===== src/hw/tmos_pkg.sv =====
// Package: constants, register map and carrier types of the thermal overload stage
package tmos_pkg;
  // Clock rate and millisecond time base for event stamps
  localparam int unsigned CLK_FREQ_HZ    = 200_000_000;
  localparam int unsigned STAMP_RES_US   = 1000;
  localparam int unsigned CYCLES_PER_MS  = CLK_FREQ_HZ / 1_000_000 * STAMP_RES_US;
  localparam int unsigned MEAS_PERIOD_MS = 5;
  // Stage structure
  localparam int unsigned NUM_SETS       = 8;
  localparam int unsigned NUM_OUTS       = 5;
  localparam int unsigned CNT_WIDTH      = 16;
  localparam int unsigned AMB_SHIFT      = 4;
  // Register byte offsets
  localparam logic [7:0] REG_CTRL        = 8'h00;
  localparam logic [7:0] REG_GROUP       = 8'h04;
  localparam logic [7:0] REG_STATE       = 8'h08;
  localparam logic [7:0] REG_THETA       = 8'h0c;
  localparam logic [7:0] REG_IRQ_STAT    = 8'h10;
  localparam logic [7:0] REG_IRQ_MASK    = 8'h14;
  localparam logic [7:0] REG_CNT_CLR     = 8'h18;
  localparam logic [7:0] REG_SET_INDEX   = 8'h1c;
  localparam logic [7:0] REG_SET_LEVELS  = 8'h20;
  localparam logic [7:0] REG_SET_TIMING  = 8'h24;
  localparam logic [7:0] REG_CNT_BASE    = 8'h40;
  // Control field positions and reset values
  localparam int unsigned CTRL_EN_BIT    = 0;
  localparam int unsigned CTRL_FEN_BIT   = 1;
  localparam int unsigned CTRL_FCODE_LSB = 4;
  localparam logic [31:0] CTRL_RESET     = 32'h0000_0000;
  localparam logic [2:0]  GROUP_RESET    = 3'h0;
  // Output bit positions, also counter and event ids
  localparam int unsigned OUT_TRIP       = 0;
  localparam int unsigned OUT_ALARM1     = 1;
  localparam int unsigned OUT_ALARM2     = 2;
  localparam int unsigned OUT_INHIBIT    = 3;
  localparam int unsigned OUT_BLOCKED    = 4;

  // Forced status codes
  typedef enum logic [2:0] {
    FORCE_NORMAL  = 3'b000,
    FORCE_BLOCKED = 3'b001,
    FORCE_ALARM1  = 3'b010,
    FORCE_ALARM2  = 3'b011,
    FORCE_INHIBIT = 3'b100,
    FORCE_TRIP    = 3'b101
  } tmos_force_type;

  // One 5 ms measurement sample
  typedef struct packed {
    logic [15:0] phase_a_rms_current;
    logic [15:0] phase_b_rms_current;
    logic [15:0] phase_c_rms_current;
    logic [15:0] pos_seq_current;
    logic [15:0] neg_seq_current;
    logic [15:0] ambient_temp;
  } tmos_meas_type;

  // One parameter set
  typedef struct packed {
    logic [7:0] trip_lvl;
    logic [7:0] alarm1_lvl;
    logic [7:0] alarm2_lvl;
    logic [7:0] inhibit_lvl;
    logic [7:0] stall_lvl;
    logic [3:0] heat_shift;
    logic [3:0] cool_shift;
    logic [3:0] short_shift;
  } tmos_set_type;

  // Time-stamped ON/OFF event
  typedef struct packed {
    logic [2:0]  signal_id;
    logic        is_on;
    logic [31:0] stamp_ms;
  } tmos_event_type;
endpackage : tmos_pkg


===== src/hw/tmos_set_mem.sv =====
// Memory of the parameter sets with registered read data
module tmos_set_mem #(
  parameter int unsigned DEPTH = 8,
  parameter int unsigned WIDTH = 60
) (
  input  wire logic                     i_clk,
  input  wire logic                     i_wr_en,
  input  wire logic [$clog2(DEPTH)-1:0] i_wr_addr,
  input  wire logic [WIDTH-1:0]         i_wr_data,
  input  wire logic [$clog2(DEPTH)-1:0] i_rd_addr,
  output logic      [WIDTH-1:0]         o_rd_data
);
  logic [WIDTH-1:0] mem_reg [DEPTH];

  // Write port and registered read port
  always_ff @(posedge i_clk) begin
    if (i_wr_en) begin
      mem_reg[i_wr_addr] <= i_wr_data;
    end
    o_rd_data <= mem_reg[i_rd_addr];
  end
endmodule : tmos_set_mem


===== src/hw/tmos_stage.sv =====
// Thermal overload stage: replica pipeline, outputs, events, counters, Wishbone registers
// How it works
// Eight parameter sets held; one group register chooses the active set.
// Block input and group may change at run time; applied without restart.
// Five ordered stages: magnitude, replica, comparator, block check, output.
// Every output edge pushes an ON or OFF event stamped in milliseconds.
// Separate cumulative counters for trip, alarm1, alarm2, inhibit, blocked; clearable.
// Phase magnitudes are true RMS values over 32 harmonic components.
// Source delivers three phase RMS values every 5 ms; stage consumes them.
// Source delivers positive and negative sequence currents every 5 ms.
// Ambient temperature arrives every 5 ms and corrects the replica.
// Stage picks heating, stall or cooling time constant from settings and load.
// Cooling constant may be set two to three times the heating constant.
// Enable setting turns stage on or off; disabled after reset.
// With forcing enabled, force code overrides state; default normal.
// Outputs are levels; all but blocked held low while blocked.
// Counters saturate at maximum; cleared by reset or clear request.
//
// The placing of the registers and the Wishbone interface to the registers are this design's own decisions.
module tmos_stage
  import tmos_pkg::*;
#(
  parameter int unsigned MS_CYCLES = CYCLES_PER_MS
) (
  input  wire logic           I_SYS_CLK,
  input  wire logic           I_SYS_RST,
  input  wire logic           I_WB_CYC,
  input  wire logic           I_WB_STB,
  input  wire logic           I_WB_WE,
  input  wire logic [7:0]     I_WB_ADR,
  input  wire logic [31:0]    I_WB_DAT,
  input  wire logic [3:0]     I_WB_SEL,
  output logic      [31:0]    O_WB_DAT,
  output logic                O_WB_ACK,
  input  wire logic           I_MEAS_VALID,
  input  wire tmos_meas_type  I_MEAS,
  input  wire logic           I_BLOCK,
  output logic      [4:0]     O_STATE,
  output logic                O_EVT_VALID,
  output tmos_event_type      O_EVT,
  output logic                O_IRQ
);
  // Byte-lane merge of a Wishbone write into a register
  function automatic logic [31:0] wb_merge(input logic [31:0] old_v, input logic [31:0] new_v,
                                           input logic [3:0] sel);
    logic [31:0] res;
    res = old_v;
    for (int b = 0; b < 4; b++) begin
      if (sel[b]) begin
        res[b*8 +: 8] = new_v[b*8 +: 8];
      end
    end
    return res;
  endfunction : wb_merge

  // Squared per-unit current, 0x0100 = 1.0, saturated to 16 bits
  function automatic logic [15:0] sq_pu(input logic [15:0] i);
    logic [31:0] p;
    p = i * i;
    return (|p[31:24]) ? 16'hffff : p[23:8];
  endfunction : sq_pu

  // Registers
  logic [31:0]          ctrl_reg;
  logic [2:0]           group_reg;
  logic [4:0]           irq_stat_reg;
  logic [4:0]           irq_mask_reg;
  logic [2:0]           set_index_reg;
  logic [31:0]          set_levels_reg;
  logic                 ack_reg;
  logic [31:0]          rdata_reg;
  logic [CNT_WIDTH-1:0] cnt_reg [NUM_OUTS];
  logic [31:0]          ms_div_reg;
  logic [31:0]          ms_count_reg;
  // Pipeline registers
  logic                 s1_valid_reg;
  logic [15:0]          s1_imax_reg;
  logic [15:0]          s1_heat_reg;
  logic                 s1_running_reg;
  logic                 s2_valid_reg;
  logic [15:0]          theta_reg;
  logic [3:0]           s3_cmp_reg;
  logic [4:0]           s4_chk_reg;
  logic [4:0]           out_reg;
  logic [4:0]           pend_reg;

  // Bus decode
  wire                  bus_req   = I_WB_CYC & I_WB_STB & ~ack_reg;
  wire                  bus_wr    = bus_req & I_WB_WE;
  wire                  bus_rd    = bus_req & ~I_WB_WE;
  wire                  wr_ctrl   = bus_wr & (I_WB_ADR == REG_CTRL);
  wire                  wr_group  = bus_wr & (I_WB_ADR == REG_GROUP);
  wire                  wr_mask   = bus_wr & (I_WB_ADR == REG_IRQ_MASK);
  wire                  wr_clr    = bus_wr & (I_WB_ADR == REG_CNT_CLR);
  wire                  wr_index  = bus_wr & (I_WB_ADR == REG_SET_INDEX);
  wire                  wr_levels = bus_wr & (I_WB_ADR == REG_SET_LEVELS);
  wire                  wr_timing = bus_wr & (I_WB_ADR == REG_SET_TIMING) & (&I_WB_SEL[2:0]);
  wire                  rd_irq    = bus_rd & (I_WB_ADR == REG_IRQ_STAT);
  wire [4:0]            cnt_clear = wr_clr ? (I_WB_DAT[4:0] & {5{I_WB_SEL[0]}}) : 5'h00;
  wire [2:0]            cnt_sel   = I_WB_ADR[4:2];
  wire                  cnt_hit   = (I_WB_ADR[7:5] == REG_CNT_BASE[7:5]) & (cnt_sel < 3'h5)
                                    & (I_WB_ADR[1:0] == 2'h0);

  // Control fields
  wire                  stage_enable_setting = ctrl_reg[CTRL_EN_BIT];
  wire                  force_enable         = ctrl_reg[CTRL_FEN_BIT];
  wire tmos_force_type  stage_force_setting  = tmos_force_type'(ctrl_reg[CTRL_FCODE_LSB +: 3]);

  // Active parameter set read from the set memory
  tmos_set_type         cfg;
  wire tmos_set_type    set_wr_data = {set_levels_reg, I_WB_DAT[19:0]};

  tmos_set_mem #(
    .DEPTH (NUM_SETS),
    .WIDTH ($bits(tmos_set_type))
  ) u_set_mem (
    .i_clk     (I_SYS_CLK),
    .i_wr_en   (wr_timing),
    .i_wr_addr (set_index_reg),
    .i_wr_data (set_wr_data),
    .i_rd_addr (group_reg),
    .o_rd_data (cfg)
  );

  // Control, group and set-staging registers
  always_ff @(posedge I_SYS_CLK or posedge I_SYS_RST) begin
    if (I_SYS_RST) begin
      ctrl_reg       <= CTRL_RESET;
      group_reg      <= GROUP_RESET;
      irq_mask_reg   <= 5'h00;
      set_index_reg  <= 3'h0;
      set_levels_reg <= 32'h0000_0000;
    end else begin
      if (wr_ctrl)   ctrl_reg       <= wb_merge(ctrl_reg, I_WB_DAT, I_WB_SEL);
      if (wr_group && I_WB_SEL[0]) group_reg <= I_WB_DAT[2:0];
      if (wr_mask && I_WB_SEL[0])  irq_mask_reg <= I_WB_DAT[4:0];
      if (wr_index && I_WB_SEL[0]) set_index_reg <= I_WB_DAT[2:0];
      if (wr_levels) set_levels_reg <= wb_merge(set_levels_reg, I_WB_DAT, I_WB_SEL);
    end
  end

  // Read mux
  logic [31:0] rd_mux;
  assign rd_mux = (I_WB_ADR == REG_CTRL)       ? ctrl_reg :
                  (I_WB_ADR == REG_GROUP)      ? {29'h0, group_reg} :
                  (I_WB_ADR == REG_STATE)      ? {27'h0, out_reg} :
                  (I_WB_ADR == REG_THETA)      ? {16'h0, theta_reg} :
                  (I_WB_ADR == REG_IRQ_STAT)   ? {27'h0, irq_stat_reg} :
                  (I_WB_ADR == REG_IRQ_MASK)   ? {27'h0, irq_mask_reg} :
                  (I_WB_ADR == REG_SET_INDEX)  ? {29'h0, set_index_reg} :
                  (I_WB_ADR == REG_SET_LEVELS) ? set_levels_reg :
                  cnt_hit ? {{(32-CNT_WIDTH){1'b0}}, cnt_reg[cnt_sel]} : 32'h0000_0000;

  // Single-cycle answer, unmapped addresses read zero
  always_ff @(posedge I_SYS_CLK or posedge I_SYS_RST) begin
    if (I_SYS_RST) begin
      ack_reg   <= 1'b0;
      rdata_reg <= 32'h0000_0000;
    end else begin
      ack_reg   <= bus_req;
      rdata_reg <= bus_rd ? rd_mux : 32'h0000_0000;
    end
  end
  assign O_WB_ACK = ack_reg;
  assign O_WB_DAT = rdata_reg;

  // Stage 1: magnitude processing of the 5 ms sample
  wire [15:0] ia = I_MEAS.phase_a_rms_current;
  wire [15:0] ib = I_MEAS.phase_b_rms_current;
  wire [15:0] ic = I_MEAS.phase_c_rms_current;
  wire [15:0] iab_max = (ia > ib) ? ia : ib;
  wire [15:0] imax    = (iab_max > ic) ? iab_max : ic;
  wire [17:0] heat_sum = {2'b00, sq_pu(imax)} + {2'b00, sq_pu(I_MEAS.neg_seq_current)}
                         + {2'b00, I_MEAS.ambient_temp >> AMB_SHIFT};
  always_ff @(posedge I_SYS_CLK or posedge I_SYS_RST) begin
    if (I_SYS_RST) begin
      s1_valid_reg   <= 1'b0;
      s1_imax_reg    <= 16'h0000;
      s1_heat_reg    <= 16'h0000;
      s1_running_reg <= 1'b0;
    end else begin
      s1_valid_reg <= I_MEAS_VALID & stage_enable_setting;
      if (I_MEAS_VALID) begin
        s1_imax_reg    <= imax;
        s1_heat_reg    <= (|heat_sum[17:16]) ? 16'hffff : heat_sum[15:0];
        s1_running_reg <= |I_MEAS.pos_seq_current;
      end
    end
  end

  // Stage 2: thermal replica with automatic time-constant choice
  wire        cooling   = ~s1_running_reg | (s1_heat_reg < theta_reg);
  wire        stalled   = s1_imax_reg[15:8] >= cfg.stall_lvl;
  wire [3:0]  tau_shift = cooling ? cfg.cool_shift :
                          stalled ? cfg.short_shift : cfg.heat_shift;
  wire signed [16:0] diff  = $signed({1'b0, s1_heat_reg}) - $signed({1'b0, theta_reg});
  wire signed [16:0] delta = diff >>> tau_shift;
  wire signed [16:0] theta_sum = $signed({1'b0, theta_reg}) + delta;
  always_ff @(posedge I_SYS_CLK or posedge I_SYS_RST) begin
    if (I_SYS_RST) begin
      s2_valid_reg <= 1'b0;
      theta_reg    <= 16'h0000;
    end else begin
      s2_valid_reg <= s1_valid_reg;
      if (s1_valid_reg) theta_reg <= theta_sum[15:0];
    end
  end

  // Stages 3 to 5: comparator, block check, output processing with forcing
  wire [7:0] theta_lvl = theta_reg[11:4];
  wire [3:0] cmp = {theta_lvl >= cfg.inhibit_lvl, theta_lvl >= cfg.alarm2_lvl,
                    theta_lvl >= cfg.alarm1_lvl, theta_lvl >= cfg.trip_lvl};
  wire [4:0] chk = I_BLOCK ? 5'b10000 : {1'b0, s3_cmp_reg};
  logic [4:0] out_next;
  always_comb begin
    out_next = s4_chk_reg;
    if (force_enable) begin
      unique case (stage_force_setting)
        FORCE_NORMAL:  out_next = s4_chk_reg;
        FORCE_BLOCKED: out_next = 5'b1 << OUT_BLOCKED;
        FORCE_ALARM1:  out_next = 5'b1 << OUT_ALARM1;
        FORCE_ALARM2:  out_next = 5'b1 << OUT_ALARM2;
        FORCE_INHIBIT: out_next = 5'b1 << OUT_INHIBIT;
        FORCE_TRIP:    out_next = 5'b1 << OUT_TRIP;
        default:       out_next = s4_chk_reg;
      endcase
    end
    if (!stage_enable_setting) out_next = 5'h00;
  end
  always_ff @(posedge I_SYS_CLK or posedge I_SYS_RST) begin
    if (I_SYS_RST) begin
      s3_cmp_reg <= 4'h0;
      s4_chk_reg <= 5'h00;
      out_reg    <= 5'h00;
    end else begin
      s3_cmp_reg <= cmp;
      s4_chk_reg <= chk;
      out_reg    <= out_next;
    end
  end
  assign O_STATE = out_reg;

  // Millisecond time base for event stamps
  always_ff @(posedge I_SYS_CLK or posedge I_SYS_RST) begin
    if (I_SYS_RST) begin
      ms_div_reg   <= 32'h0000_0000;
      ms_count_reg <= 32'h0000_0000;
    end else if (ms_div_reg == 32'(MS_CYCLES - 1)) begin
      ms_div_reg   <= 32'h0000_0000;
      ms_count_reg <= ms_count_reg + 32'h0000_0001;
    end else begin
      ms_div_reg   <= ms_div_reg + 32'h0000_0001;
    end
  end

  // Event emission: one pending edge per cycle, lowest id first
  wire [4:0] edges    = out_next ^ out_reg;
  wire [4:0] pick     = pend_reg & (~pend_reg + 5'h01);
  wire [2:0] pick_id  = pick[0] ? 3'd0 : pick[1] ? 3'd1 : pick[2] ? 3'd2 :
                        pick[3] ? 3'd3 : 3'd4;
  always_ff @(posedge I_SYS_CLK or posedge I_SYS_RST) begin
    if (I_SYS_RST) begin
      pend_reg    <= 5'h00;
      O_EVT_VALID <= 1'b0;
      O_EVT       <= '0;
    end else begin
      pend_reg    <= (pend_reg & ~pick) | edges;
      O_EVT_VALID <= |pend_reg;
      if (|pend_reg) O_EVT <= '{signal_id: pick_id, is_on: out_reg[pick_id],
                                stamp_ms: ms_count_reg};
    end
  end

  // Rising edges of outputs feed counters and sticky interrupt bits
  wire [4:0] rises = out_next & ~out_reg;
  always_ff @(posedge I_SYS_CLK or posedge I_SYS_RST) begin
    if (I_SYS_RST) begin
      irq_stat_reg <= 5'h00;
      for (int k = 0; k < NUM_OUTS; k++) cnt_reg[k] <= '0;
    end else begin
      irq_stat_reg <= (rd_irq ? 5'h00 : irq_stat_reg) | rises;
      for (int k = 0; k < NUM_OUTS; k++) begin
        if (cnt_clear[k]) cnt_reg[k] <= '0;
        else if (rises[k] && !(&cnt_reg[k])) cnt_reg[k] <= cnt_reg[k] + 1'b1;
      end
    end
  end
  assign O_IRQ = |(irq_stat_reg & irq_mask_reg);
endmodule : tmos_stage


===== config.mk =====
export PLATFORM = sky130hd
export DESIGN_NAME = tmos_stage
export DESIGN_NICKNAME = d
export VERILOG_FILES = /design/src/hw/tmos_pkg.sv /design/src/hw/tmos_set_mem.sv /design/src/hw/tmos_stage.sv
export SDC_FILE = /design/constraint.sdc
export NUM_CORES = 2
export LEC_CHECK = 0
export ABC_AREA = 1
export BUFFER_PORTS_ARGS = -buffer_cell sky130_fd_sc_hd__buf_2
export CAP_MARGIN = 20
export CORE_ASPECT_RATIO = 1.1
export CORE_MARGIN = 2
export CORE_UTILIZATION = 55
export DETAILED_ROUTE_END_ITERATION = 6
export PLACE_DENSITY = 0.84
export SYNTH_ARGS = -nofsm -noshare
export SYNTH_HDL_FRONTEND = slang
export SYNTH_SLANG_ARGS = --single-unit

===== constraint.sdc =====
create_clock -name I_SYS_CLK -period 12.8 [get_ports I_SYS_CLK]
set_input_delay 2.56 -clock I_SYS_CLK [delete_from_list [all_inputs] [get_ports I_SYS_CLK]]
set_output_delay 2.56 -clock I_SYS_CLK [all_outputs]
set_load 0.005 [all_outputs]

==> flow_metrics.py <==
metrics = {
    "outcome": {
        "status": "finished with violations",
        "violations": "DRC, setup timing",
    },
    "routing": {
        "vias": 43900,
        "routedWlPerCell_um": 19.2,
        "drc": 5,
        "finalWirelength_um": 147000,
        "drt-initial-drc-count": 4371,
        "dr.pass1.iters": 7,
        "drtAntennaViolNets": 0,
        "via_per_inst": 5.71,
    },
    "timing": {
        "period_needed_ns": 13.41,
        "max_slew_margin_pct": 25.7,
        "rsz0062_at_grt": "yes",
        "finalHoldViolCount": 0,
        "fin_skew_ns": 0.0328,
        "setup_ws_ns": -0.609,
        "worst_pin_slew_ns": 1.11,
        "finalSetupViolations": 16,
        "finalCritPeriodShare_pct": 105,
        "slew_viol_final": 0,
        "fmax_mhz": 74.6,
    },
    "setup_path": {
        "crit_fanout": 6,
        "required_ns": 13.34,
        "rr_endpoint": "theta_reg[15]$_DFFE_PP0P_",
        "crit_top_cell": "nand2_1",
        "critPathKind": "input port to flip-flop",
        "max_stage_delay_ns": 0.56,
        "cp-startpoint": "I_MEAS[78]",
        "r2r_start": "theta_reg[10]$_DFFE_PP0P_",
        "cp.buffers_inverters": 20,
        "worstPathArrival_ns": 13.95,
        "worst_r2r_path_depth": 32,
        "cp_slowest_cell": "fa_1",
        "cp_top_family": "adder cells",
        "cp-start-kind": "input port",
        "r2r_slack_ns": 6.15,
        "end_kind": "flip-flop",
    },
    "hold_path": {
        "holdPathEnd": "ms_div_reg[0]$_DFF_PP0_",
        "hold_depth": 1,
        "min_from": "ms_div_reg[0]$_DFF_PP0_",
        "hp-class": "flip-flop to flip-flop",
    },
    "finish": {
        "layout.nets": 7155,
        "fin_util_pct": 64.9,
        "syn2layout_area_growth_pct": 16.6,
        "largest_reg_flops": 416,
        "drive_gt1_share_pct": 16.6,
    },
    "synth": {
        "synth_edf_count": 416,
        "async_flop_share_pct": 43.1,
        "synth.most_common_cell": "inv_1",
        "netlist_area_sq_mm": 0.0535,
        "synth.distinct_cells": 67,
        "ys_warn_count": 0,
        "syn_area_per_cell_sq_um": 9.13,
        "synth_cells": 5855,
        "synth_ff_type": "edfxtp_1",
        "yosys-top-cells-area": "edfxtp_1 (23%), dfrtp_1 (17%), fa_1 (13%)",
        "syn-num-nets": 6667,
        "ys_seq_area_share_pct": 41.9,
        "yosys.area.top_type": "edfxtp_1",
        "synth_top_area_share_pct": 23.4,
        "synth_seq_cells": 823,
        "synthTopCellsByCount": "inv_1 (1031), nand2_1 (880), nor2_1 (668)",
    },
    "cts": {
        "clock_insertion_delay_worst_skew_ns": 0.65,
        "clock-sinks": 823,
        "cts_tree": "built",
        "cts_hold_repair.buffers": 0,
        "clockRootBuffer": "clkbuf_16",
        "clk_pin_slew_ns": 0.07,
        "cts.path.max_buffers": 3,
        "cts_buffers": 76,
        "htreeDepth": 3,
    },
    "grt": {
        "overflow": 0,
        "grt_pass1_wl_um": 221000,
        "antenna_found_initial": 11,
        "grt_pass1_vias": 43700,
        "grt_max_degree": 134,
        "track_usage_pct": 27.9,
    },
    "place": {
        "place_congestion": 0.964,
        "dp_hpwl_um": 98300,
        "io_buffer_count": 218,
    },
    "floorplanning": {
        "io_pins": 223,
        "rows": 119,
        "die-area_sq_mm": 0.0997,
        "die_y_um": 331,
        "die_w_um": 301,
        "core_sq_mm": 0.0960,
        "initial_core_util_pct": 55.7,
    },
    "job": {
        "max_cap_violations": 0,
    },
}
metrics by stage:
stage	cells	setup WS, ns	instance area [sq um]	hold slack (ns)	TNS [ns]
floorplan	5855	0.0194	53600	0.433	0
global placement	7475	-0.679	58000	0.444	-9.30
detailed placement	7475	-0.839	58000	0.458	-11.85
CTS	7622	0.00740	60700	0.466	0
global route	7678	-1.06	62300	0.502	-14.88
finish	7679	-0.609	62300	0.462	-7.39
area by class of cell:
type | instances | area (sq um)
multi-input cells | 3806 | 27600
diodes | 5 | 12.5
flip-flops and latches | 823 | 22400
inverters | 1052 | 3980
clock inverters | 38 | 497
fillers | 7051 | 33700
clock buffers | 101 | 2120
repair buffers | 584 | 4140
well taps | 1270 | 1590
worst register-to-register path: cells and delay by family, from the launching register on:
family                   cells  cell delay (ns)
AO/OA/AOI/OAI               13             3.08
AND/OR/NAND/NOR             11             1.22
buffers and inverters        6             0.81
flip-flops                   1             0.74
adder cells (fa/ha/maj)      2             0.70
layer usage:
layer	track usage, %	part of all wire [%]	up-vias
li1	-	-	20000
met1	34.1	37	21200
met2	48.7	50	2123
met3	4.09	8.3	517
met4	13.0	5.0	10
met5	0	0.047	-
cell usage in the layout, fill, tap and decap left out, types with 32 or more instances in the layout:
master,count
xnor2_1,38
inv_2,39
ha_1,303
inv_1,1001
o21ai_0,461
a21oi_2,39
a31oi_1,70
nand2_1,849
a21oi_1,203
o21a_1,32
nor2_2,56
clkbuf_16,82
xor2_1,99
nor2_1,618
buf_2,211
nor3_1,79
dfxtp_1,52
edfxtp_1,416
nand3_1,126
fa_1,326
nand4_1,38
nand2_2,32
o22ai_1,77
dfrtp_1,353
buf_4,334
worst max-delay path by stage:
stage	end	slack, ns	depth (start not counted)
6_report	s1_heat_reg[10]$_DFFE_PP0P_	-0.61	68
4_1_cts	s1_heat_reg[14]$_DFFE_PP0P_	0.007	66
3_3_place_gp	s1_heat_reg[14]$_DFFE_PP0P_	-0.68	61
3_5_place_dp	s1_heat_reg[14]$_DFFE_PP0P_	-0.84	66
2_1_floorplan	s1_heat_reg[14]$_DFFE_PP0P_	0.02	67
5_1_grt	s1_heat_reg[10]$_DFFE_PP0P_	-1.06	68
logic make-up after synthesis:
logic type | after synthesis | share of synthesized area (%)
and+or+nand+nor | 1928 | 15.1
buffers and inverters | 1227 | 8.69
AOI/OAI and AO/OA | 1054 | 11.2
DFF | 823 | 41.9
adders and majority gates | 665 | 20.3
xor gates and xnor gates | 137 | 2.24
muxes | 21 | 0.438
what timing repair did:
action,in CTS,in global routing
endpoints found under the setup margin,16,16
buffers inserted,8,43
gates cloned,0,6
resized for setup,26,280
pin swaps,4,97
Power is left out: the tool's default activity adds up to more than one toggle a clock period on the data nets, which glitch-free logic cannot reach.
